`src/hw/psc_pkg.sv`:
```
// constants shared by the power state controller
package psc_pkg;
    // clock and slot timing
    localparam int CLK_MHZ = 125;
    localparam int SLOT_SHORT_US = 500;
    localparam int SLOT_LONG_US = 2000;
    localparam int TICK_CYC = SLOT_SHORT_US * CLK_MHZ;
    localparam logic [2:0] SHORT_SLOT_TICKS = 3'h1;
    localparam logic [2:0] LONG_SLOT_TICKS = 3'(SLOT_LONG_US / SLOT_SHORT_US);
    localparam logic [3:0] FIRST_SLOT = 4'h1;
    localparam logic [3:0] LAST_SLOT = 4'hf;
    localparam logic [7:0] IRQ_PULSE_TICKS = 8'h08;
    localparam logic [1:0] BOOT_WAIT = 2'h3;
    // synchronised pin positions
    localparam int P_PB = 0;
    localparam int P_HOLD = 1;
    localparam int P_SLEEP = 2;
    localparam int P_HRST = 3;
    localparam int P_BOK = 4;
    localparam int P_TSD = 5;
    localparam int P_HOT = 6;
    localparam int P_BOOT = 7;
    localparam int P_GPIO = 8;
    localparam int P_WDOG = 14;
    localparam int P_RTC = 15;
    // control register bits
    localparam int C_ON = 0;
    localparam int C_OFF = 1;
    localparam int C_OFF_RST = 2;
    localparam int C_SLP = 3;
    localparam int C_REV_OFF = 4;
    localparam int C_SLOT_LONG = 5;
    localparam int C_LP_EN = 6;
    localparam int C_LP_RST = 7;
    localparam int C_HOLD_GPI = 8;
    localparam int C_SLP_POL = 9;
    localparam logic [9:0] CTRL_RST = 10'h040;
    // interrupt status bits: gpio 0..5 then these
    localparam int I_RTC = 6;
    localparam int I_WDOG = 7;
    localparam int I_LP = 8;
    localparam int I_TSD = 9;
    localparam logic [9:0] IRQ_WAKE_BITS = 10'h07b;
    localparam logic [9:0] MSK_RST = 10'h000;
    localparam logic [7:0] LPD_RST = 8'h10;
    // register byte offsets
    localparam logic [7:0] A_CTRL = 8'h00;
    localparam logic [7:0] A_STS = 8'h04;
    localparam logic [7:0] A_MSK = 8'h08;
    localparam logic [7:0] A_LPD = 8'h0c;
    localparam logic [7:0] A_SLOTS = 8'h10;
    localparam logic [7:0] A_VOLTS = 8'h14;
    localparam logic [7:0] A_STATE = 8'h18;
    // fixed boot table: 4-bit slot per resource, 4-bit step per converter
    localparam logic [31:0] FIXED_SLOTS = 32'h5601_5063;
    localparam logic [11:0] FIXED_VOLTS = 12'h0fa;
    localparam logic [1:0] RESP_OKAY = 2'h0;
    localparam logic [1:0] RESP_SLVERR = 2'h2;
    // controller states
    typedef enum logic [2:0] {
        ST_NO_SUPPLY, ST_OFF, ST_SEQ_ON, ST_ACTIVE, ST_SLEEP, ST_SEQ_OFF
    } pstate_t;
endpackage

```
`src/hw/power_state_controller.sv`:
```
// power state controller with power sequencer and axi4-lite registers
// Functional notes
// - no supply: hold global reset, all off
// - off: everything off except backup regulator
// - power-on needs no disable and one source
// - sources: button low, hold high, software bit
// - new unmasked irq pulses power-on while off
// - gpio 0,1,3,4,5 may wake; gpio 2 never
// - watchdog wakes from sleep, never powers on
// - long button press disables, sets status bit
// - thermal shutdown disables power-on
// - off bits disable; off bit self-clears in off
// - power-on bit still set restarts the device
// - sleep: pin level, sleep bit, nothing pending
// - power-on reset clears all logic
// - general reset keeps interrupt status
// - switch-on walks fifteen time slots
// - slot lasts 0.5 ms or 2 ms
// - unassigned resource stays off, setting writable
// - off all at once or reversed order
// - strap 0 fixed boot, 1 stored boot
// - strap pad disabled after sampling
// - converter boot setting has 16 steps
// - after thermal trip wait for cool die
//
// Chosen here: the AXI4-Lite interface to the registers and the address map.
`timescale 1ns/100ps
`default_nettype none
module power_state_controller #(
    parameter int TICK_CYC = psc_pkg::TICK_CYC
) (
    // clock and reset
    input wire logic aclk,
    input wire logic aresetn,
    // axi4-lite write
    input wire logic [7:0] awaddr,
    input wire logic awvalid,
    output logic awready,
    input wire logic [31:0] wdata,
    input wire logic [3:0] wstrb,
    input wire logic wvalid,
    output logic wready,
    output logic [1:0] bresp,
    output logic bvalid,
    input wire logic bready,
    // axi4-lite read
    input wire logic [7:0] araddr,
    input wire logic arvalid,
    output logic arready,
    output logic [31:0] rdata,
    output logic [1:0] rresp,
    output logic rvalid,
    input wire logic rready,
    // asynchronous system pins
    input wire logic push_button_in,
    input wire logic power_hold_in,
    input wire logic sleep_in,
    input wire logic hard_reset_in,
    input wire logic backup_supply_ok,
    input wire logic thermal_shutdown_flag,
    input wire logic hot_die_flag,
    input wire logic boot_strap_pin,
    input wire logic [5:0] gpio_irq_in,
    input wire logic watchdog_irq_in,
    input wire logic rtc_alarm_in,
    // stored boot table
    input wire logic [31:0] stored_boot_slots,
    input wire logic [11:0] stored_boot_volts,
    // power outputs
    output logic [7:0] resource_en,
    output logic [11:0] boot_volt_sel,
    output logic system_reset_out_n,
    output logic global_reset_out,
    output logic interrupt_flag_out_n,
    output logic boot_pad_en
);
    // whole state of the block
    typedef struct packed {
        logic [15:0] s1;        // first sync stage
        logic [15:0] s2;        // second sync stage
        logic [7:0] ev_prev;    // event levels last cycle
        psc_pkg::pstate_t st;
        logic [17:0] tick_cnt;  // half-millisecond prescaler
        logic tick;
        logic [3:0] slot;
        logic [2:0] sub;        // ticks spent in slot
        logic [7:0] lp_cnt;
        logic lp_hold;
        logic [7:0] pulse_cnt;
        logic therm_lock;
        logic [1:0] boot_cnt;
        logic boot_done;
        logic boot_mode;
        logic [9:0] ctrl;
        logic [9:0] irq_sts;
        logic [9:0] irq_msk;
        logic [7:0] lp_delay;
        logic [31:0] slots;
        logic [11:0] volts;
        logic [7:0] res_en;
        logic rst_out_n;
        logic glob_rst;
        logic irq_n;
        logic pad_en;
        logic aw_v;
        logic [7:0] aw_a;
        logic w_v;
        logic [31:0] w_d;
        logic [3:0] w_s;
        logic awrdy;
        logic wrdy;
        logic arrdy;
        logic b_v;
        logic [1:0] b_resp;
        logic r_v;
        logic [1:0] r_resp;
        logic [31:0] r_d;
    } state_t;

    localparam state_t Q_RST = '{default: '0,
        st: psc_pkg::ST_NO_SUPPLY, ctrl: psc_pkg::CTRL_RST,
        irq_msk: psc_pkg::MSK_RST, lp_delay: psc_pkg::LPD_RST,
        slots: psc_pkg::FIXED_SLOTS, volts: psc_pkg::FIXED_VOLTS,
        glob_rst: 1'b1, irq_n: 1'b1, pad_en: 1'b1};

    state_t q;                // registered state
    state_t n;                // next state
    logic [15:0] pins;        // raw pins in sync order
    logic [7:0] ev_now;       // event levels after sync
    logic [7:0] ev_rise;      // new events
    logic [9:0] sts_set;      // hardware sets of status
    logic [9:0] sts_clr;      // software write-one clears
    logic [31:0] wmask;       // byte lanes of a write
    logic [31:0] wval;        // write data merged into lanes
    logic do_wr;
    logic pon;                // power-on enabled
    logic dis;                // a disable condition holds
    logic src;                // a power-on source holds
    logic pend;               // unmasked interrupt pending
    logic slp_en;             // sleep conditions met
    logic lp_trip;            // long press just reached
    logic gen_rst;            // general reset request
    logic start_off;
    logic fire;               // slot boundary reached
    logic [2:0] spt;          // ticks per slot

    assign pins = {rtc_alarm_in, watchdog_irq_in, gpio_irq_in,
        boot_strap_pin, hot_die_flag, thermal_shutdown_flag,
        backup_supply_ok, hard_reset_in, sleep_in, power_hold_in,
        push_button_in};

    // next-state logic for bus, conditions and sequencer
    always_comb begin
        n = q;
        n.s1 = pins;
        n.s2 = q.s1;
        ev_now = {q.s2[psc_pkg::P_WDOG], q.s2[psc_pkg::P_RTC],
            q.s2[psc_pkg::P_GPIO +: 6]};
        n.ev_prev = ev_now;
        ev_rise = ev_now & ~q.ev_prev;
        // free-running tick, cheap and keeps slots aligned
        n.tick = (q.tick_cnt == 18'(TICK_CYC - 1));
        n.tick_cnt = n.tick ? 18'h0 : q.tick_cnt + 18'h1;
        // register writes, address and data in either order
        if (q.awrdy && awvalid) begin
            n.aw_v = 1'b1;
            n.aw_a = awaddr;
        end
        if (q.wrdy && wvalid) begin
            n.w_v = 1'b1;
            n.w_d = wdata;
            n.w_s = wstrb;
        end
        do_wr = q.aw_v && q.w_v && !q.b_v;
        wmask = {{8{q.w_s[3]}}, {8{q.w_s[2]}}, {8{q.w_s[1]}},
            {8{q.w_s[0]}}};
        wval = 32'h0;
        sts_clr = 10'h0;
        if (do_wr) begin
            n.aw_v = 1'b0;
            n.w_v = 1'b0;
            n.b_v = 1'b1;
            n.b_resp = psc_pkg::RESP_OKAY;
            unique case (q.aw_a)
                psc_pkg::A_CTRL: begin
                    wval = ({22'h0, q.ctrl} & ~wmask) | (q.w_d & wmask);
                    n.ctrl = wval[9:0];
                end
                psc_pkg::A_STS: begin
                    sts_clr = q.w_d[9:0] & wmask[9:0];
                end
                psc_pkg::A_MSK: begin
                    wval = ({22'h0, q.irq_msk} & ~wmask) | (q.w_d & wmask);
                    n.irq_msk = wval[9:0];
                end
                psc_pkg::A_LPD: begin
                    if (q.w_s[0]) n.lp_delay = q.w_d[7:0];
                end
                psc_pkg::A_SLOTS: begin
                    n.slots = (q.slots & ~wmask) | (q.w_d & wmask);
                end
                psc_pkg::A_VOLTS: begin
                    // settings stay writable in any state
                    wval = ({20'h0, q.volts} & ~wmask) | (q.w_d & wmask);
                    n.volts = wval[11:0];
                end
                psc_pkg::A_STATE: begin
                    n.b_resp = psc_pkg::RESP_OKAY; // read-only, ignored
                end
                default: begin
                    n.b_resp = psc_pkg::RESP_SLVERR;
                end
            endcase
        end
        if (q.b_v && bready) n.b_v = 1'b0;
        // register reads, answered one cycle after acceptance
        if (q.arrdy && arvalid) begin
            n.r_v = 1'b1;
            n.r_resp = psc_pkg::RESP_OKAY;
            unique case (araddr)
                psc_pkg::A_CTRL: n.r_d = {22'h0, q.ctrl};
                psc_pkg::A_STS: n.r_d = {22'h0, q.irq_sts};
                psc_pkg::A_MSK: n.r_d = {22'h0, q.irq_msk};
                psc_pkg::A_LPD: n.r_d = {24'h0, q.lp_delay};
                psc_pkg::A_SLOTS: n.r_d = q.slots;
                psc_pkg::A_VOLTS: n.r_d = {20'h0, q.volts};
                psc_pkg::A_STATE: n.r_d = {10'h0, q.pulse_cnt != 8'h0,
                    q.therm_lock, q.res_en, q.slot, q.boot_mode,
                    q.boot_done, q.lp_hold, 2'h0, q.st};
                default: begin
                    n.r_d = 32'h0;
                    n.r_resp = psc_pkg::RESP_SLVERR;
                end
            endcase
        end
        if (q.r_v && rready) n.r_v = 1'b0;
        // boot strap caught once the synchroniser has settled
        if (!q.boot_done) begin
            n.boot_cnt = q.boot_cnt + 2'h1;
            if (q.boot_cnt == psc_pkg::BOOT_WAIT) begin
                n.boot_done = 1'b1;
                n.boot_mode = q.s2[psc_pkg::P_BOOT];
                n.slots = q.s2[psc_pkg::P_BOOT] ? stored_boot_slots
                    : psc_pkg::FIXED_SLOTS;
                n.volts = q.s2[psc_pkg::P_BOOT] ? stored_boot_volts
                    : psc_pkg::FIXED_VOLTS;
            end
        end
        n.pad_en = !n.boot_done;
        // long press on the button
        lp_trip = 1'b0;
        if (!q.s2[psc_pkg::P_PB] && q.ctrl[psc_pkg::C_LP_EN]) begin
            if (q.tick && q.lp_cnt != q.lp_delay) n.lp_cnt = q.lp_cnt + 8'h1;
            lp_trip = (q.lp_cnt == q.lp_delay) && !q.lp_hold;
            if (lp_trip) n.lp_hold = 1'b1;
        end else begin
            n.lp_cnt = 8'h0;
            n.lp_hold = 1'b0;
        end
        // thermal lock until the die has cooled below hot-die
        if (q.s2[psc_pkg::P_TSD]) begin
            n.therm_lock = 1'b1;
        end else if (!q.s2[psc_pkg::P_HOT]) begin
            n.therm_lock = 1'b0;
        end
        // sticky status, a set in the clearing cycle wins
        sts_set = {q.s2[psc_pkg::P_TSD] && !q.therm_lock, lp_trip, ev_rise};
        n.irq_sts = (q.irq_sts & ~sts_clr) | sts_set;
        // wake pulse only for fresh, unmasked wake sources
        if (q.st == psc_pkg::ST_OFF && |(sts_set & ~q.irq_sts & ~q.irq_msk
            & psc_pkg::IRQ_WAKE_BITS)) begin
            n.pulse_cnt = psc_pkg::IRQ_PULSE_TICKS;
        end else if (q.tick && q.pulse_cnt != 8'h0) begin
            n.pulse_cnt = q.pulse_cnt - 8'h1;
        end
        // power-on and sleep conditions
        dis = q.lp_hold || q.therm_lock || q.ctrl[psc_pkg::C_OFF]
            || q.ctrl[psc_pkg::C_OFF_RST];
        src = !q.s2[psc_pkg::P_PB]
            || (q.s2[psc_pkg::P_HOLD] && !q.ctrl[psc_pkg::C_HOLD_GPI])
            || q.ctrl[psc_pkg::C_ON] || q.pulse_cnt != 8'h0;
        pon = !dis && src && q.boot_done;
        pend = |(q.irq_sts & ~q.irq_msk);
        slp_en = (q.s2[psc_pkg::P_SLEEP] == q.ctrl[psc_pkg::C_SLP_POL])
            && q.ctrl[psc_pkg::C_SLP] && !pend;
        spt = q.ctrl[psc_pkg::C_SLOT_LONG] ? psc_pkg::LONG_SLOT_TICKS
            : psc_pkg::SHORT_SLOT_TICKS;
        start_off = 1'b0;
        fire = 1'b0;
        gen_rst = q.s2[psc_pkg::P_HRST]
            || (lp_trip && q.ctrl[psc_pkg::C_LP_RST]);
        // power state machine
        unique case (q.st)
            psc_pkg::ST_NO_SUPPLY: begin
                if (q.s2[psc_pkg::P_BOK]) n.st = psc_pkg::ST_OFF;
            end
            psc_pkg::ST_OFF: begin
                n.res_en = 8'h0;
                if (pon) begin
                    n.st = psc_pkg::ST_SEQ_ON;
                    n.slot = psc_pkg::FIRST_SLOT;
                    n.sub = 3'h0;
                    fire = 1'b1;
                end
            end
            psc_pkg::ST_SEQ_ON: begin
                if (!pon) begin
                    start_off = 1'b1;
                end else if (q.tick) begin
                    if (q.sub == spt - 3'h1) begin
                        n.sub = 3'h0;
                        if (q.slot == psc_pkg::LAST_SLOT) begin
                            n.st = psc_pkg::ST_ACTIVE;
                        end else begin
                            n.slot = q.slot + 4'h1;
                            fire = 1'b1;
                        end
                    end else begin
                        n.sub = q.sub + 3'h1;
                    end
                end
            end
            psc_pkg::ST_ACTIVE: begin
                if (!pon) start_off = 1'b1;
                else if (slp_en) n.st = psc_pkg::ST_SLEEP;
            end
            psc_pkg::ST_SLEEP: begin
                if (!pon) start_off = 1'b1;
                else if (!slp_en || ev_rise[psc_pkg::I_WDOG])
                    n.st = psc_pkg::ST_ACTIVE;
            end
            psc_pkg::ST_SEQ_OFF: begin
                if (q.tick) begin
                    if (q.sub == spt - 3'h1) begin
                        n.sub = 3'h0;
                        if (q.slot == psc_pkg::FIRST_SLOT) begin
                            n.st = psc_pkg::ST_OFF;
                            n.res_en = 8'h0;
                        end else begin
                            n.slot = q.slot - 4'h1;
                            fire = 1'b1;
                        end
                    end else begin
                        n.sub = q.sub + 3'h1;
                    end
                end
            end
            default: n.st = psc_pkg::ST_OFF;
        endcase
        // switch-off: reversed walk or everything at once
        if (start_off) begin
            if (q.ctrl[psc_pkg::C_REV_OFF]) begin
                n.st = psc_pkg::ST_SEQ_OFF;
                n.slot = psc_pkg::LAST_SLOT;
                n.sub = 3'h0;
                fire = 1'b1;
            end else begin
                n.st = psc_pkg::ST_OFF;
                n.res_en = 8'h0;
            end
        end
        // resources whose slot number matches switch; slot 0 never
        if (fire) begin
            for (int i = 0; i < 8; i++) begin
                if (q.slots[4*i +: 4] == n.slot)
                    n.res_en[i] = (n.st == psc_pkg::ST_SEQ_ON);
            end
        end
        // arriving in off clears the off bit, or resets the controls
        if (n.st == psc_pkg::ST_OFF && q.st != psc_pkg::ST_OFF) begin
            n.ctrl[psc_pkg::C_OFF] = 1'b0;
            if (q.ctrl[psc_pkg::C_OFF_RST]) gen_rst = 1'b1;
        end
        // general reset keeps status, drops controls and power
        if (gen_rst) begin
            n.ctrl = psc_pkg::CTRL_RST;
            n.irq_msk = psc_pkg::MSK_RST;
            n.lp_delay = psc_pkg::LPD_RST;
            n.pulse_cnt = 8'h0;
            n.res_en = 8'h0;
            n.st = psc_pkg::ST_OFF;
        end
        // battery too low overrides everything
        if (!q.s2[psc_pkg::P_BOK]) begin
            n.st = psc_pkg::ST_NO_SUPPLY;
            n.res_en = 8'h0;
        end
        n.glob_rst = (n.st == psc_pkg::ST_NO_SUPPLY);
        n.rst_out_n = (n.st == psc_pkg::ST_ACTIVE)
            || (n.st == psc_pkg::ST_SLEEP);
        n.irq_n = !(|(n.irq_sts & ~n.irq_msk));
        n.awrdy = !n.aw_v && !n.b_v;
        n.wrdy = !n.w_v && !n.b_v;
        n.arrdy = !n.r_v;
    end

    // one register for the whole state; power-on reset clears all
    always_ff @(posedge aclk) begin
        if (!aresetn) begin
            q <= Q_RST;
        end else begin
            q <= n;
        end
    end

    // outputs straight from the state register
    assign awready = q.awrdy;
    assign wready = q.wrdy;
    assign bvalid = q.b_v;
    assign bresp = q.b_resp;
    assign arready = q.arrdy;
    assign rvalid = q.r_v;
    assign rresp = q.r_resp;
    assign rdata = q.r_d;
    assign resource_en = q.res_en;
    assign boot_volt_sel = q.volts;
    assign system_reset_out_n = q.rst_out_n;
    assign global_reset_out = q.glob_rst;
    assign interrupt_flag_out_n = q.irq_n;
    assign boot_pad_en = q.pad_en;
endmodule
`default_nettype wire

```
`config.mk`:
```
export PLATFORM = sky130hd
export DESIGN_NAME = power_state_controller
export DESIGN_NICKNAME = d
export VERILOG_FILES = /design/src/hw/psc_pkg.sv /design/src/hw/power_state_controller.sv
export SDC_FILE = /design/constraint.sdc
export NUM_CORES = 1
export LEC_CHECK = 0
export ABC_AREA = 1
export BUFFER_PORTS_ARGS = -buffer_cell sky130_fd_sc_hd__buf_4
export CORE_UTILIZATION = 45
export DETAILED_ROUTE_END_ITERATION = 10
export MAX_ROUTING_LAYER = met4
export PLACE_DENSITY = 0.69
export SLEW_MARGIN = 20
export SYNTH_ARGS = -nofsm -noshare
export SYNTH_HDL_FRONTEND = slang
export SYNTH_SLANG_ARGS = --single-unit
```
`constraint.sdc`:
```
create_clock -name aclk -period 4.7 [get_ports aclk]
set_input_delay 0.94 -clock aclk [delete_from_list [all_inputs] [get_ports aclk]]
set_output_delay 0.94 -clock aclk [all_outputs]
set_load 0.005 [all_outputs]
```
## Word-level counts from Yosys, hierarchy flattened

Cells that the tools add are included.

| storage, ports and cells | value |
|---|---|
| register bits | 272 |
| output and inout port bits | 65 |
| word-level logic and storage cells | 272 |

| operators by class | value |
|---|---|
| $add $sub $neg | 8 |
| equality and inequality tests | 39 |
| multiplexer cells | 92 |
| bitwise operators | 26 |
| reduce and logical (&&, ||, !) cells | 66 |

Operator list:

| operator | count |
|---|---|
| $pmux W32 S7 | 1 |
| $mux W44 | 2 |
| $and A32 B32 Y32 | 2 |
| $mux W32 | 2 |
| $mux W8 | 8 |
| $mux W62 | 1 |
| $and A10 B10 Y10 | 6 |
| $mux W3 | 20 |
| $eq A8 B5 Y1 const B | 6 |
| $mux W7 | 6 |
| $mux W37 | 1 |
| $mux W35 | 1 |
| $eq A4 B4 Y1 | 8 |
| $eq A8 B4 Y1 const B | 4 |
| $not A32 Y32 | 1 |
| $or A32 B32 Y32 | 1 |
| $mux W10 | 3 |
| $not A10 Y10 | 3 |
| $or A10 B10 Y10 | 3 |
| $mux W1 | 29 |
| $mux W12 | 2 |
| $mux W4 | 6 |
| $logic_and A1 B1 Y1 | 22 |
| $pmux W7 S3 | 1 |
| other kinds (48) | 92 |

## Longest topological paths before layout

Gate-level depths: netlist of the first run.

| depth | value |
|---|---|
| word-level depth | 19 |
| mapped depth | 20 |

## Worst setup path before layout of the first run

No wires, ideal clock.

| path | value |
|---|---|
| path type | input-to-reg |
| from | input port araddr[5] |
| to | register q (netlist bit rdata[6]) |
| setup time | 70 ps |
| data arrival time | 2,355 ps |
| slack | 2,275 ps |
| cell stages on the path | 11 |
| path buffers | 2 |
| path through | nor3_1 -> nand2_1 -> inv_1 -> clkbuf_1 -> nand2_1 -> clkbuf_1 -> o22ai_1 -> a21oi_1 -> o21ai_0 -> o21ai_0 -> a21oi_1 |

| between the ends | value |
|---|---|
| cells in the longest elaborated chain, start to end | 2 |
| elaborated cells between the ends (all ways) | 8 |
| those cells by class | eq/ne: 6; mux: 1; reduce/logical: 1 |

RTL lines:

| element | RTL line | RTL |
|---|---|---|
| start: declaration | power_state_controller.sv:47 | `input wire logic [7:0] araddr,` |
| $eq A8 B5 Y1 (tied with other cells) | power_state_controller.sv:220 | `unique case (araddr)` |
| $pmux W32 S7 (*) | power_state_controller.sv:220 |  |
| end signal: assignment | power_state_controller.sv:402 | `q <= n;` |
| end: declaration | power_state_controller.sv:126 | `state_t q;` |

Mark *: on every way between the ends. The rest lies on a longest branch, timed or not.
A chain may end at the register's enable or synchronous reset.

## Final worst setup path of the first run

| path | value |
|---|---|
| from | register q (netlist bit bvalid) |
| to | register q (netlist bit boot_volt_sel[2]) |

| between the ends | value |
|---|---|
| cells in the longest elaborated chain, start to end | 5 |

RTL lines:

| element | RTL line | RTL |
|---|---|---|
| $logic_not A1 Y1 (*) | power_state_controller.sv:174 | `do_wr = q.aw_v && q.w_v && !q.b_v;` |
| $logic_and A1 B1 Y1 (*) | power_state_controller.sv:174 |  |
| $mux W62 (*) | power_state_controller.sv:179 | `if (do_wr) begin` |
| $mux W44 | power_state_controller.sv:240 | `if (q.boot_cnt == psc_pkg::BOOT_WAIT) begin` |
| $mux W44 (*) | power_state_controller.sv:238 | `if (!q.boot_done) begin` |

Marks and branches as above.

==> impl_metrics.yaml, run 1 <==
die:
  start_util_pct: 45.8
  chipWidth_um: 170
  die_area_um2: 29100
  row_count: 61
  io_pins: 184
  core_um2: 27900
  die_h_um: 170
sta:
  final-setup-viol-count: 0
  fin_crit_ns: 2.91
  grt_setup_unrepaired: "no"
  setup_tns_ns: 0
  maxSlewViolCount: 0
  finalHoldViolations: 0
  tightest_slew_ns: 1.00
  max_freq_mhz: 344
  max_slew_margin_pct: 32.8
  finalCritPeriodShare_pct: 61.9
  final.setup_skew_ns: 0.0123
routing:
  drcViolationCount: 0
  drt_wl_total_um: 42200
  ant_nets: 0
  vias: 12500
  first_pass_iters: 5
  drtIter0Drc: 1386
  wire_per_inst_um: 18.1
  viasPerCell: 5.37
logic_synthesis:
  async_flop_share_pct: 0
  synth-seq-area-share_pct: 42.3
  yosysWarnings: 0
  synth-seq-cells: 270
  synth_cell_types: 52
  synth_area_um2: 12800
  synth-edff-count: 0
  syn_inst: 1833
  avgSynthCellArea_um2: 6.97
  yosys_most_used_dff: "dfxtp_1"
critical_path:
  cpMostUsedCell: "nor2_1"
  critPathKind: "reg2reg"
  critPathArrivalTime_ns: 3.34
  cp_slowest_cell: "nor2_1"
  path_max_fanout: 12
  cp-start-kind: "flip-flop"
  slowest_delay_ns: 0.84
  cp_cell_sequence: "inv_1, nand3_1, nor2_1, inv_1, nor2_1, o22ai_1, a22oi_1, nor2_1"
  cp-end-kind: "flip-flop"
  critPathRequiredTime_ns: 5.13
grt:
  grt_max_degree: 66
  grt_overflow: 0
  first_global_vias: 11400
  grtUsageTotal_pct: 29.6
  grt_pass1_wl_um: 63900
  antenna_found_initial: 0
final_layout:
  diodes: 0
  drive_gt1_share_pct: 14.1
  fill_cells: 2799
  final_net_count: 2064
  multi_input_area_um2: 5680
  area_growth_pct: 17.3
  regArea_um2: 5410
  finalInstanceArea_um2: 15000
outcome:
  outcome: "finished clean"
clock_network:
  cts_sinks: 270
  clk_latency_ns: 0.56
  cts_resized: 0
  cts-root-buf: "clkbuf_16"
  htreeDepth: 1
  clockBufferDepth: 3
  cts_tree: "done"
  hold_buffers: 0
  post_cts_buffers: 0
  cts_made_buffers: 29
  clk_pin_slew_ns: 0.06
flow_run:
  max_cap_violations: 0
power_and_ir_drop:
  switchingPower_uw: 1300
  pwr-share-clk_pct: 44.6
  switching_share_pct: 25.0
  power.total_uw: 5230
  seqPwrFrac_pct: 46.7
  pwr-share-comb_pct: 8.7
  p_leak_uw: 0.00661
  p_int_uw: 3920
  p_per_area_nw_per_um2: 349
  ir_drop_uv: 283
placed_design:
  hpwl_um: 31700
  place.gp.congestion: 1.02
  io_buffers: 181
  dpl_cell_area_um2: 14000
min_path:
  hold_path_class: "reg2reg"
-- flip-flops by register name (all words and copies together), names as in the netlist, named ones only --
| register | count |
|---|---|
| q | 173 |
| rdata | 32 |
| n | 16 |
| boot_volt_sel | 12 |
| ev_now | 8 |
| resource_en | 8 |
| arready | 1 |
| awready | 1 |
| boot_pad_en | 1 |
| bresp | 1 |
| bvalid | 1 |
| global_reset_out | 1 |
| interrupt_flag_out_n | 1 |
| rresp | 1 |
| rvalid | 1 |
| system_reset_out_n | 1 |
| wready | 1 |
-- synthesized netlist by cell type (9+ instances only) --
library cell  number  area share, %
o21ai_0          136            5.3
nor3_1            29            1.1
a22oi_1           20            1.2
clkbuf_1          55            1.6
a21oi_1          123            4.8
nand4_1           14           0.69
nand2_1          361             11
ha_1               9           0.88
nand3_1           89            3.5
buf_4             56            3.3
nor2_1           224            6.6
inv_1            269            7.9
dfxtp_1          270             42
xor2_1            24            1.6
o22ai_1           53            2.6
-- area by class of cell --
type                            count  share of cell area (%)
Inverter                          277                    6.94
Timing Repair Buffer              188                    9.42
Clock inverter                     14                    1.12
Multi-Input combinational cell   1170                    37.9
Tap cell                          378                    3.16
Sequential cell                   270                    36.1
Clock buffer                       37                    5.38
-- layout by cell type (no fill, tap or decap), drive strengths merged, types with 4 or more instances in the layout --
cell    instances
buf           188
nor3           29
xor2           24
o22ai          53
or2             6
dfxtp         270
xnor2           5
nand3          91
o31ai           4
inv           276
clkinv          9
nand2         370
clkbuf         37
nor4            8
nand4          15
a21oi         127
a22oi          20
nor2          230
a31oi           4
o211ai          5
ha              9
a211oi          6
o21ai         136
-- critical path: cells and delay by family (launching register included) --
family | cells | cell delay (ns)
AND/OR/NAND/NOR | 4 | 1.87
flip-flops | 1 | 0.31
buffers and inverters | 2 | 0.28
AO/OA/AOI/OAI | 2 | 0.31
-- power by group through the flow --
stage	clock (uW)	combinational [uW]	sequential, uW
global placement	0	439	2490
global route	2460	503	2450
CTS	2380	449	2440
finish	2330	454	2440
detailed placement	0	447	2490
floorplan	0	273	2460
-- per-layer routing --
| metal | track usage, % | vias to the layer above | part of all wire [%] |
|---|---|---|---|
| li1 | - | 6051 | - |
| met1 | 42.3 | 5807 | 45 |
| met2 | 42.9 | 590 | 42 |
| met3 | 4.09 | 85 | 9.9 |
| met4 | 8.70 | 0 | 3.0 |
| met5 | - | - | 0 |
-- path summary, 6_finish.rpt --
path                                        start                          end  slack [ns]  cells after the start
worst max-delay path            bvalid$_SDFF_PN0_  boot_volt_sel[2]$_SDFF_PN0_        1.79                      8
worst min-delay path            n[242]$_SDFF_PN0_            q[242]$_SDFF_PN0_        0.41                      2
worst min register to register  n[242]$_SDFF_PN0_            q[242]$_SDFF_PN0_        0.41                      2
worst max register to register  bvalid$_SDFF_PN0_  boot_volt_sel[2]$_SDFF_PN0_        1.79                      8
-- stage by stage --
step / cells / utilization [%] / hold slack, ns / worst slack, ns
floorplan: 1834 / - / 0.390 / 2.28
global placement: 2283 / 50.2 / 0.397 / 1.43
detailed placement: 2283 / 50.3 / 0.399 / 1.40
CTS: 2334 / 53.8 / 0.413 / 1.86
global route: 2334 / 53.8 / 0.432 / 1.61
finish: 2334 / 53.8 / 0.411 / 1.79
-- cells by family (layout without fill, tap and decap cells) --
family / count (synthesis) / count (layout) / share of synthesized area (%)
buffers and inverters: 394 / 516 / 13.3
AND/OR/NAND/NOR: 758 / 758 / 25.0
other: 1 / 2 / 0.0294
XOR/XNOR: 29 / 29 / 1.99
AO/OA/AOI/OAI: 372 / 372 / 16.5
adder cells (fa/ha/maj): 9 / 9 / 0.882
flip-flops: 270 / 270 / 42.3
Power figures use the tool's default switching activity.
==> run 2: changes to the inputs <==
==> constraint.sdc (replaced) <==
create_clock -name aclk -period 2.8 [get_ports aclk]
set_input_delay 0.56 -clock aclk [delete_from_list [all_inputs] [get_ports aclk]]
set_output_delay 0.56 -clock aclk [all_outputs]
set_load 0.005 [all_outputs]
==> impl_metrics.yaml, run 2 (synthesized netlist as in run 1, its figures left out) <==
outcome:
  outcome: "finished clean"
critical_path:
  critPathRequiredTime_ns: 3.29
  critPathArrivalTime_ns: 3.05
  cp_slowest_cell: "dfxtp_1"
  cp-end-kind: "flip-flop"
  slowest_delay_ns: 0.35
  cp-start-kind: "flip-flop"
  path_max_fanout: 10
  cpMostUsedCell: "nand2_1"
  cp_cell_sequence: "inv_1, ha_1, nand2_1, nor2_4, a21oi_4, nand2_1, nand2_1, nand3_1, nand2_1, nand2_1, nor2_2, nand3_4, nand2_4, o21ai_0, nand3b_1, nand2_1"
  critPathKind: "reg2reg"
final_layout:
  regMostFlops: "q"
  final_common_cell: "nand2_1"
  area_growth_pct: 19.9
  largest_register_ffs: 173
  layout_common_cells: "nand2_1 (361), dfxtp_1 (270), inv_1 (268)"
  final_net_count: 2095
  drive_gt1_share_pct: 15.4
  fill_cells: 2702
grt:
  grt_overflow: 0
  grt_pass1_wl_um: 65200
  grt.met3_usage_pct: 7.74
  grt_max_degree: 64
  grtUsageTotal_pct: 30.4
  first_global_vias: 11600
  use_met2_pct: 43.2
  gr-usage-met1_pct: 41.8
  top_usage_layer: "met2"
  antenna_found_initial: 2
sta:
  final-setup-viol-count: 0
  fin_crit_ns: 2.56
  finalCritPeriodShare_pct: 91.4
  holdWs_ns: 0.174
  max_freq_mhz: 391
  grt_setup_unrepaired: "no"
  max_slew_margin_pct: 56.2
  setup_tns_ns: 0
  maxSlewViolCount: 0
  finalHoldViolations: 0
  final.setup_skew_ns: 0.0109
  tightest_slew_ns: 0.657
die:
  io_pins: 184
  die_area_um2: 29100
  die_h_um: 170
  row_count: 61
  start_util_pct: 45.8
  chipWidth_um: 170
  core_um2: 27900
routing:
  ant_nets: 0
  drtIter0Drc: 1119
  viasPerCell: 5.29
  wire_per_inst_um: 18.2
  drt_wl_total_um: 43100
  vias: 12500
  first_pass_iters: 5
  drcViolationCount: 0
flow_run:
  max_cap_violations: 0
min_path:
  hold_path_class: "in2reg"
power_and_ir_drop:
  p_leak_uw: 0.00682
  seqPwrFrac_pct: 44.9
  switchingPower_uw: 2240
  ir_drop_uv: 417
  pwr-share-clk_pct: 46.4
  pwr-share-comb_pct: 8.7
  switching_share_pct: 24.6
  p_int_uw: 6880
  p_per_area_nw_per_um2: 596
clock_network:
  hold_buffers: 0
  post_cts_buffers: 0
  cts_resized: 0
  cts_made_buffers: 30
  clockBufferDepth: 3
  clk_latency_ns: 0.57
  cts_sinks: 270
  htreeDepth: 1
  cts_tree: "done"
  cts-root-buf: "clkbuf_16"
  clk_pin_slew_ns: 0.06
placed_design:
  io_buffers: 181
  hpwl_um: 33100
  place.gp.congestion: 1.03
[run 2: changes by cell type in the layout (fill, tap and decap cells not counted), sizes merged]
| cell | previous run | this run |
|---|---|---|
| bufinv | 3 | 4 |
| clkinvlp | 3 | 2 |
| clkinv | 9 | 10 |
| inv | 276 | 275 |
| buf | 188 | 218 |
| clkbuf | 37 | 41 |
| diode | 0 | 2 |
[run 2: path summary, 6_finish.rpt]
kind	to	slack (ns)	startpoint	cells after the start
hold reg to reg	ev_now[5]$_SDFF_PN0_	0.41	n[253]$_SDFF_PN0_	2
setup reg to reg	system_reset_out_n$_SDFF_PN0_	0.24	q[187]$_SDFFE_PP0P_	16
setup / recovery	system_reset_out_n$_SDFF_PN0_	0.24	q[187]$_SDFFE_PP0P_	16
hold / removal	n[254]$_SDFF_PN0_	0.17	watchdog_irq_in	3
[run 2: stage by stage]
stage	utilization, %	cell area [um2]	std cells	worst slack [ns]	power [uW]
6_report	55.0	15300	2370	0.241	9120
5_1_grt	55.0	15300	2370	0.0325	9430
4_1_cts	54.9	15300	2368	0.281	9160
3_5_place_dp	51.1	14200	2313	0.209	4960
3_3_place_gp	51.1	14200	2313	0.308	4950
2_1_floorplan	-	12800	1834	0.694	4590
[run 2: final cells by class]
class	count	area (um2)	area share [%]
Antenna cell	2	5.00	0.0327
Clock inverter	14	175	1.14
Clock buffer	41	893	5.84
Sequential cell	270	5410	35.3
Inverter	277	1040	6.79
Timing Repair Buffer	218	1650	10.8
Multi-Input combinational cell	1170	5670	37.0
Tap cell	378	473	3.09
[run 2: worst max-delay path, delay by kind of cell, from the launching register on]
kind,cells,cell delay [ns]
AO/OA/AOI/OAI,2,0.44
flip-flops,1,0.35
adder cells (fa/ha/maj),1,0.18
buffers and inverters,1,0.07
AND/OR/NAND/NOR,12,1.42
[run 2: power groups by stage]
stage	combinational, uW	clock [uW]	sequential [uW]
3_5_place_dp	780	0	4180
4_1_cts	784	4280	4090
2_1_floorplan	458	0	4130
6_report	792	4230	4100
5_1_grt	880	4440	4110
3_3_place_gp	773	0	4170
[run 2: layer usage]
| metal | part of all wire (%) | routed length, um | up-vias |
|---|---|---|---|
| li1 | - | - | 6114 |
| met1 | 46 | 19800 | 5820 |
| met2 | 41 | 17700 | 535 |
| met3 | 10 | 4400 | 77 |
| met4 | 2.9 | 1250 | 0 |
| met5 | 0 | 0 | - |
==> run 3: changes to the inputs <==
--- a/config.mk
+++ b/config.mk
@@ -11,6 +11,7 @@
 export DETAILED_ROUTE_END_ITERATION = 10
 export MAX_ROUTING_LAYER = met4
 export PLACE_DENSITY = 0.69
+export REMOVE_ABC_BUFFERS = 1
 export SLEW_MARGIN = 20
 export SYNTH_ARGS = -nofsm -noshare
 export SYNTH_HDL_FRONTEND = slang
==> impl_metrics.yaml, run 3 (synthesized netlist as in run 1, its figures left out) <==
outcome:
  outcome: "finished clean"
sta:
  setup_tns_ns: 0
  finalHoldViolations: 0
  finalCritPeriodShare_pct: 92.6
  maxSlewViolCount: 0
  max_slew_margin_pct: 45.5
  max_freq_mhz: 386
  grt_setup_unrepaired: "no"
  final.setup_skew_ns: 0.0137
  final-setup-viol-count: 0
  fin_crit_ns: 2.59
  tightest_slew_ns: 0.815
critical_path:
  critPathBufInv: 3
  r2r_start: "q[187]$_SDFFE_PP0P_"
  timing.critical_path.to: "q[160]$_SDFF_PN0_"
  r2r_cells: 17
  regToRegSetupSlack_ns: 0.21
  cp-end-kind: "flip-flop"
  cp_num_cells: 17
  cp_top_family: "simple AND/OR/NAND/NOR gates"
  r2r-end: "q[160]$_SDFF_PN0_"
  cpMostUsedCell: "nand2_1"
  critPathKind: "reg2reg"
  critPathRequiredTime_ns: 3.24
  crit_start: "q[187]$_SDFFE_PP0P_"
  path_max_fanout: 10
  critPathArrivalTime_ns: 3.04
  cp_cell_sequence: "inv_1, ha_1, nand2_1, nor2_4, a21oi_4, nand2_1, nand2_1, nand3_1, nand2_1, nand2_1, nor2_2, nand3_4, nand2_4, nor2_4, inv_2, buf_4, nor2_1"
  slowest_delay_ns: 0.36
  cp_slowest_cell: "dfxtp_1"
  cp-start-kind: "flip-flop"
die:
  io_pins: 184
  start_util_pct: 45.8
  chipWidth_um: 170
  die_h_um: 170
  row_count: 61
  core_um2: 27900
  die_area_um2: 29100
placed_design:
  dpl_cell_area_um2: 14300
  place.gp.congestion: 0.990
  io_buffers: 181
  hpwl_um: 31900
final_layout:
  layout_common_cells: "nand2_1 (361), dfxtp_1 (270), inv_1 (268)"
  final_net_count: 2101
  finalInstanceArea_um2: 15300
  fill_cells: 2769
  final_common_cell: "nand2_1"
  largest_register_ffs: 173
  area_growth_pct: 19.5
  utilization_pct: 54.8
  drive_gt1_share_pct: 15.4
  diodes: 0
  regMostFlops: "q"
power_and_ir_drop:
  p_per_area_nw_per_um2: 565
  power.total_uw: 8630
  p_leak_uw: 0.00680
  ir_drop_uv: 418
clock_network:
  htreeDepth: 1
  cts_sinks: 270
  clockBufferDepth: 3
  cts_made_buffers: 30
  hold_buffers: 0
  clk_latency_ns: 0.57
  cts-root-buf: "clkbuf_16"
  clk_pin_slew_ns: 0.06
  cts_tree: "done"
grt:
  grt_overflow: 0
  first_global_vias: 11600
  antenna_found_initial: 0
  grt_pass1_wl_um: 65200
  grtUsageTotal_pct: 30.0
  grt_max_degree: 122
flow_run:
  max_cap_violations: 0
routing:
  drcViolationCount: 0
  drtIter0Drc: 1115
  viasPerCell: 5.30
  vias: 12600
  first_pass_iters: 7
  ant_nets: 0
  drt_wl_total_um: 42700
  wire_per_inst_um: 18.0
min_path:
  hold_path_class: "in2reg"
==> run 3: changes by cell type in the layout (fill, tap and decap cells not counted), sizes merged <==
cell      change
clkinvlp      -2
bufinv        -4
diode         -2
buf           +6
clkbuf        +2
==> run 3: timing repair <==
| item | 4_1_cts | 5_1_grt |
|---|---|---|
| setup endpoints to repair | 0 | 6 |
| buffers inserted | 0 | 0 |
| resized for setup | 0 | 4 |
==> run 3: per-layer routing <==
metal | part of all wire (%) | vias to the layer above | global-route usage [%]
li1 | - | 6112 | -
met1 | 46 | 5882 | 40.7
met2 | 44 | 483 | 46.5
met3 | 7.6 | 77 | 4.40
met4 | 2.6 | 0 | 7.99
met5 | 0 | - | -
==> run 3: worst register-to-register path, cell delays in order (launching register included) <==
cell and delay (ns):
dfxtp_1 0.36, inv_1 0.07, ha_1 0.17, nand2_1 0.10
nor2_4 0.08, a21oi_4 0.29, nand2_1 0.10, nand2_1 0.09
nand3_1 0.11, nand2_1 0.10, nand2_1 0.06, nor2_2 0.15
nand3_4 0.17, nand2_4 0.15, nor2_4 0.06, inv_2 0.17
buf_4 0.19, nor2_1 0.05
==> run 3: final cells by class <==
cell class | count | area [um2] | area share [%]
inverters | 277 | 1040 | 6.85
flip-flops and latches | 270 | 5410 | 35.4
well taps | 378 | 473 | 3.10
clock inverters | 8 | 51.3 | 0.336
multi-input cells | 1170 | 5680 | 37.2
repair buffers | 224 | 1730 | 11.3
clock buffers | 43 | 880 | 5.76
==> run 3: how the worst min path moves through the flow <==
stage / slack [ns] / cells after the start / to / from
final: 0.17 / 3 / n[248]$_SDFF_PN0_ / gpio_irq_in[0]
after global routing: 0.16 / 3 / n[250]$_SDFF_PN0_ / gpio_irq_in[2]
after CTS: 0.15 / 3 / n[248]$_SDFF_PN0_ / gpio_irq_in[0]
after detailed placement: 0.40 / 2 / ev_now[0]$_SDFF_PN0_ / n[248]$_SDFF_PN0_
after global placement: 0.39 / 2 / q[247]$_SDFF_PN0_ / n[247]$_SDFF_PN0_
after floorplan: 0.39 / 2 / ev_now[0]$_SDFF_PN0_ / n[248]$_SDFF_PN0_
==> run 3: metrics by stage <==
stage / worst slack [ns] / instances / hold slack, ns
after floorplan: 0.216 / 1717 / 0.390
after global placement: 0.235 / 2319 / 0.393
after detailed placement: 0.241 / 2319 / 0.396
after CTS: 0.199 / 2370 / 0.155
after global routing: 0.000969 / 2370 / 0.164
final: 0.207 / 2370 / 0.172
==> run 3: power breakdown <==
part	switching [uW]	internal (uW)	leakage, uW
combinational	475	325	0.00413
sequential	96.7	3990	0.00220
clock	1590	2160	0.000467
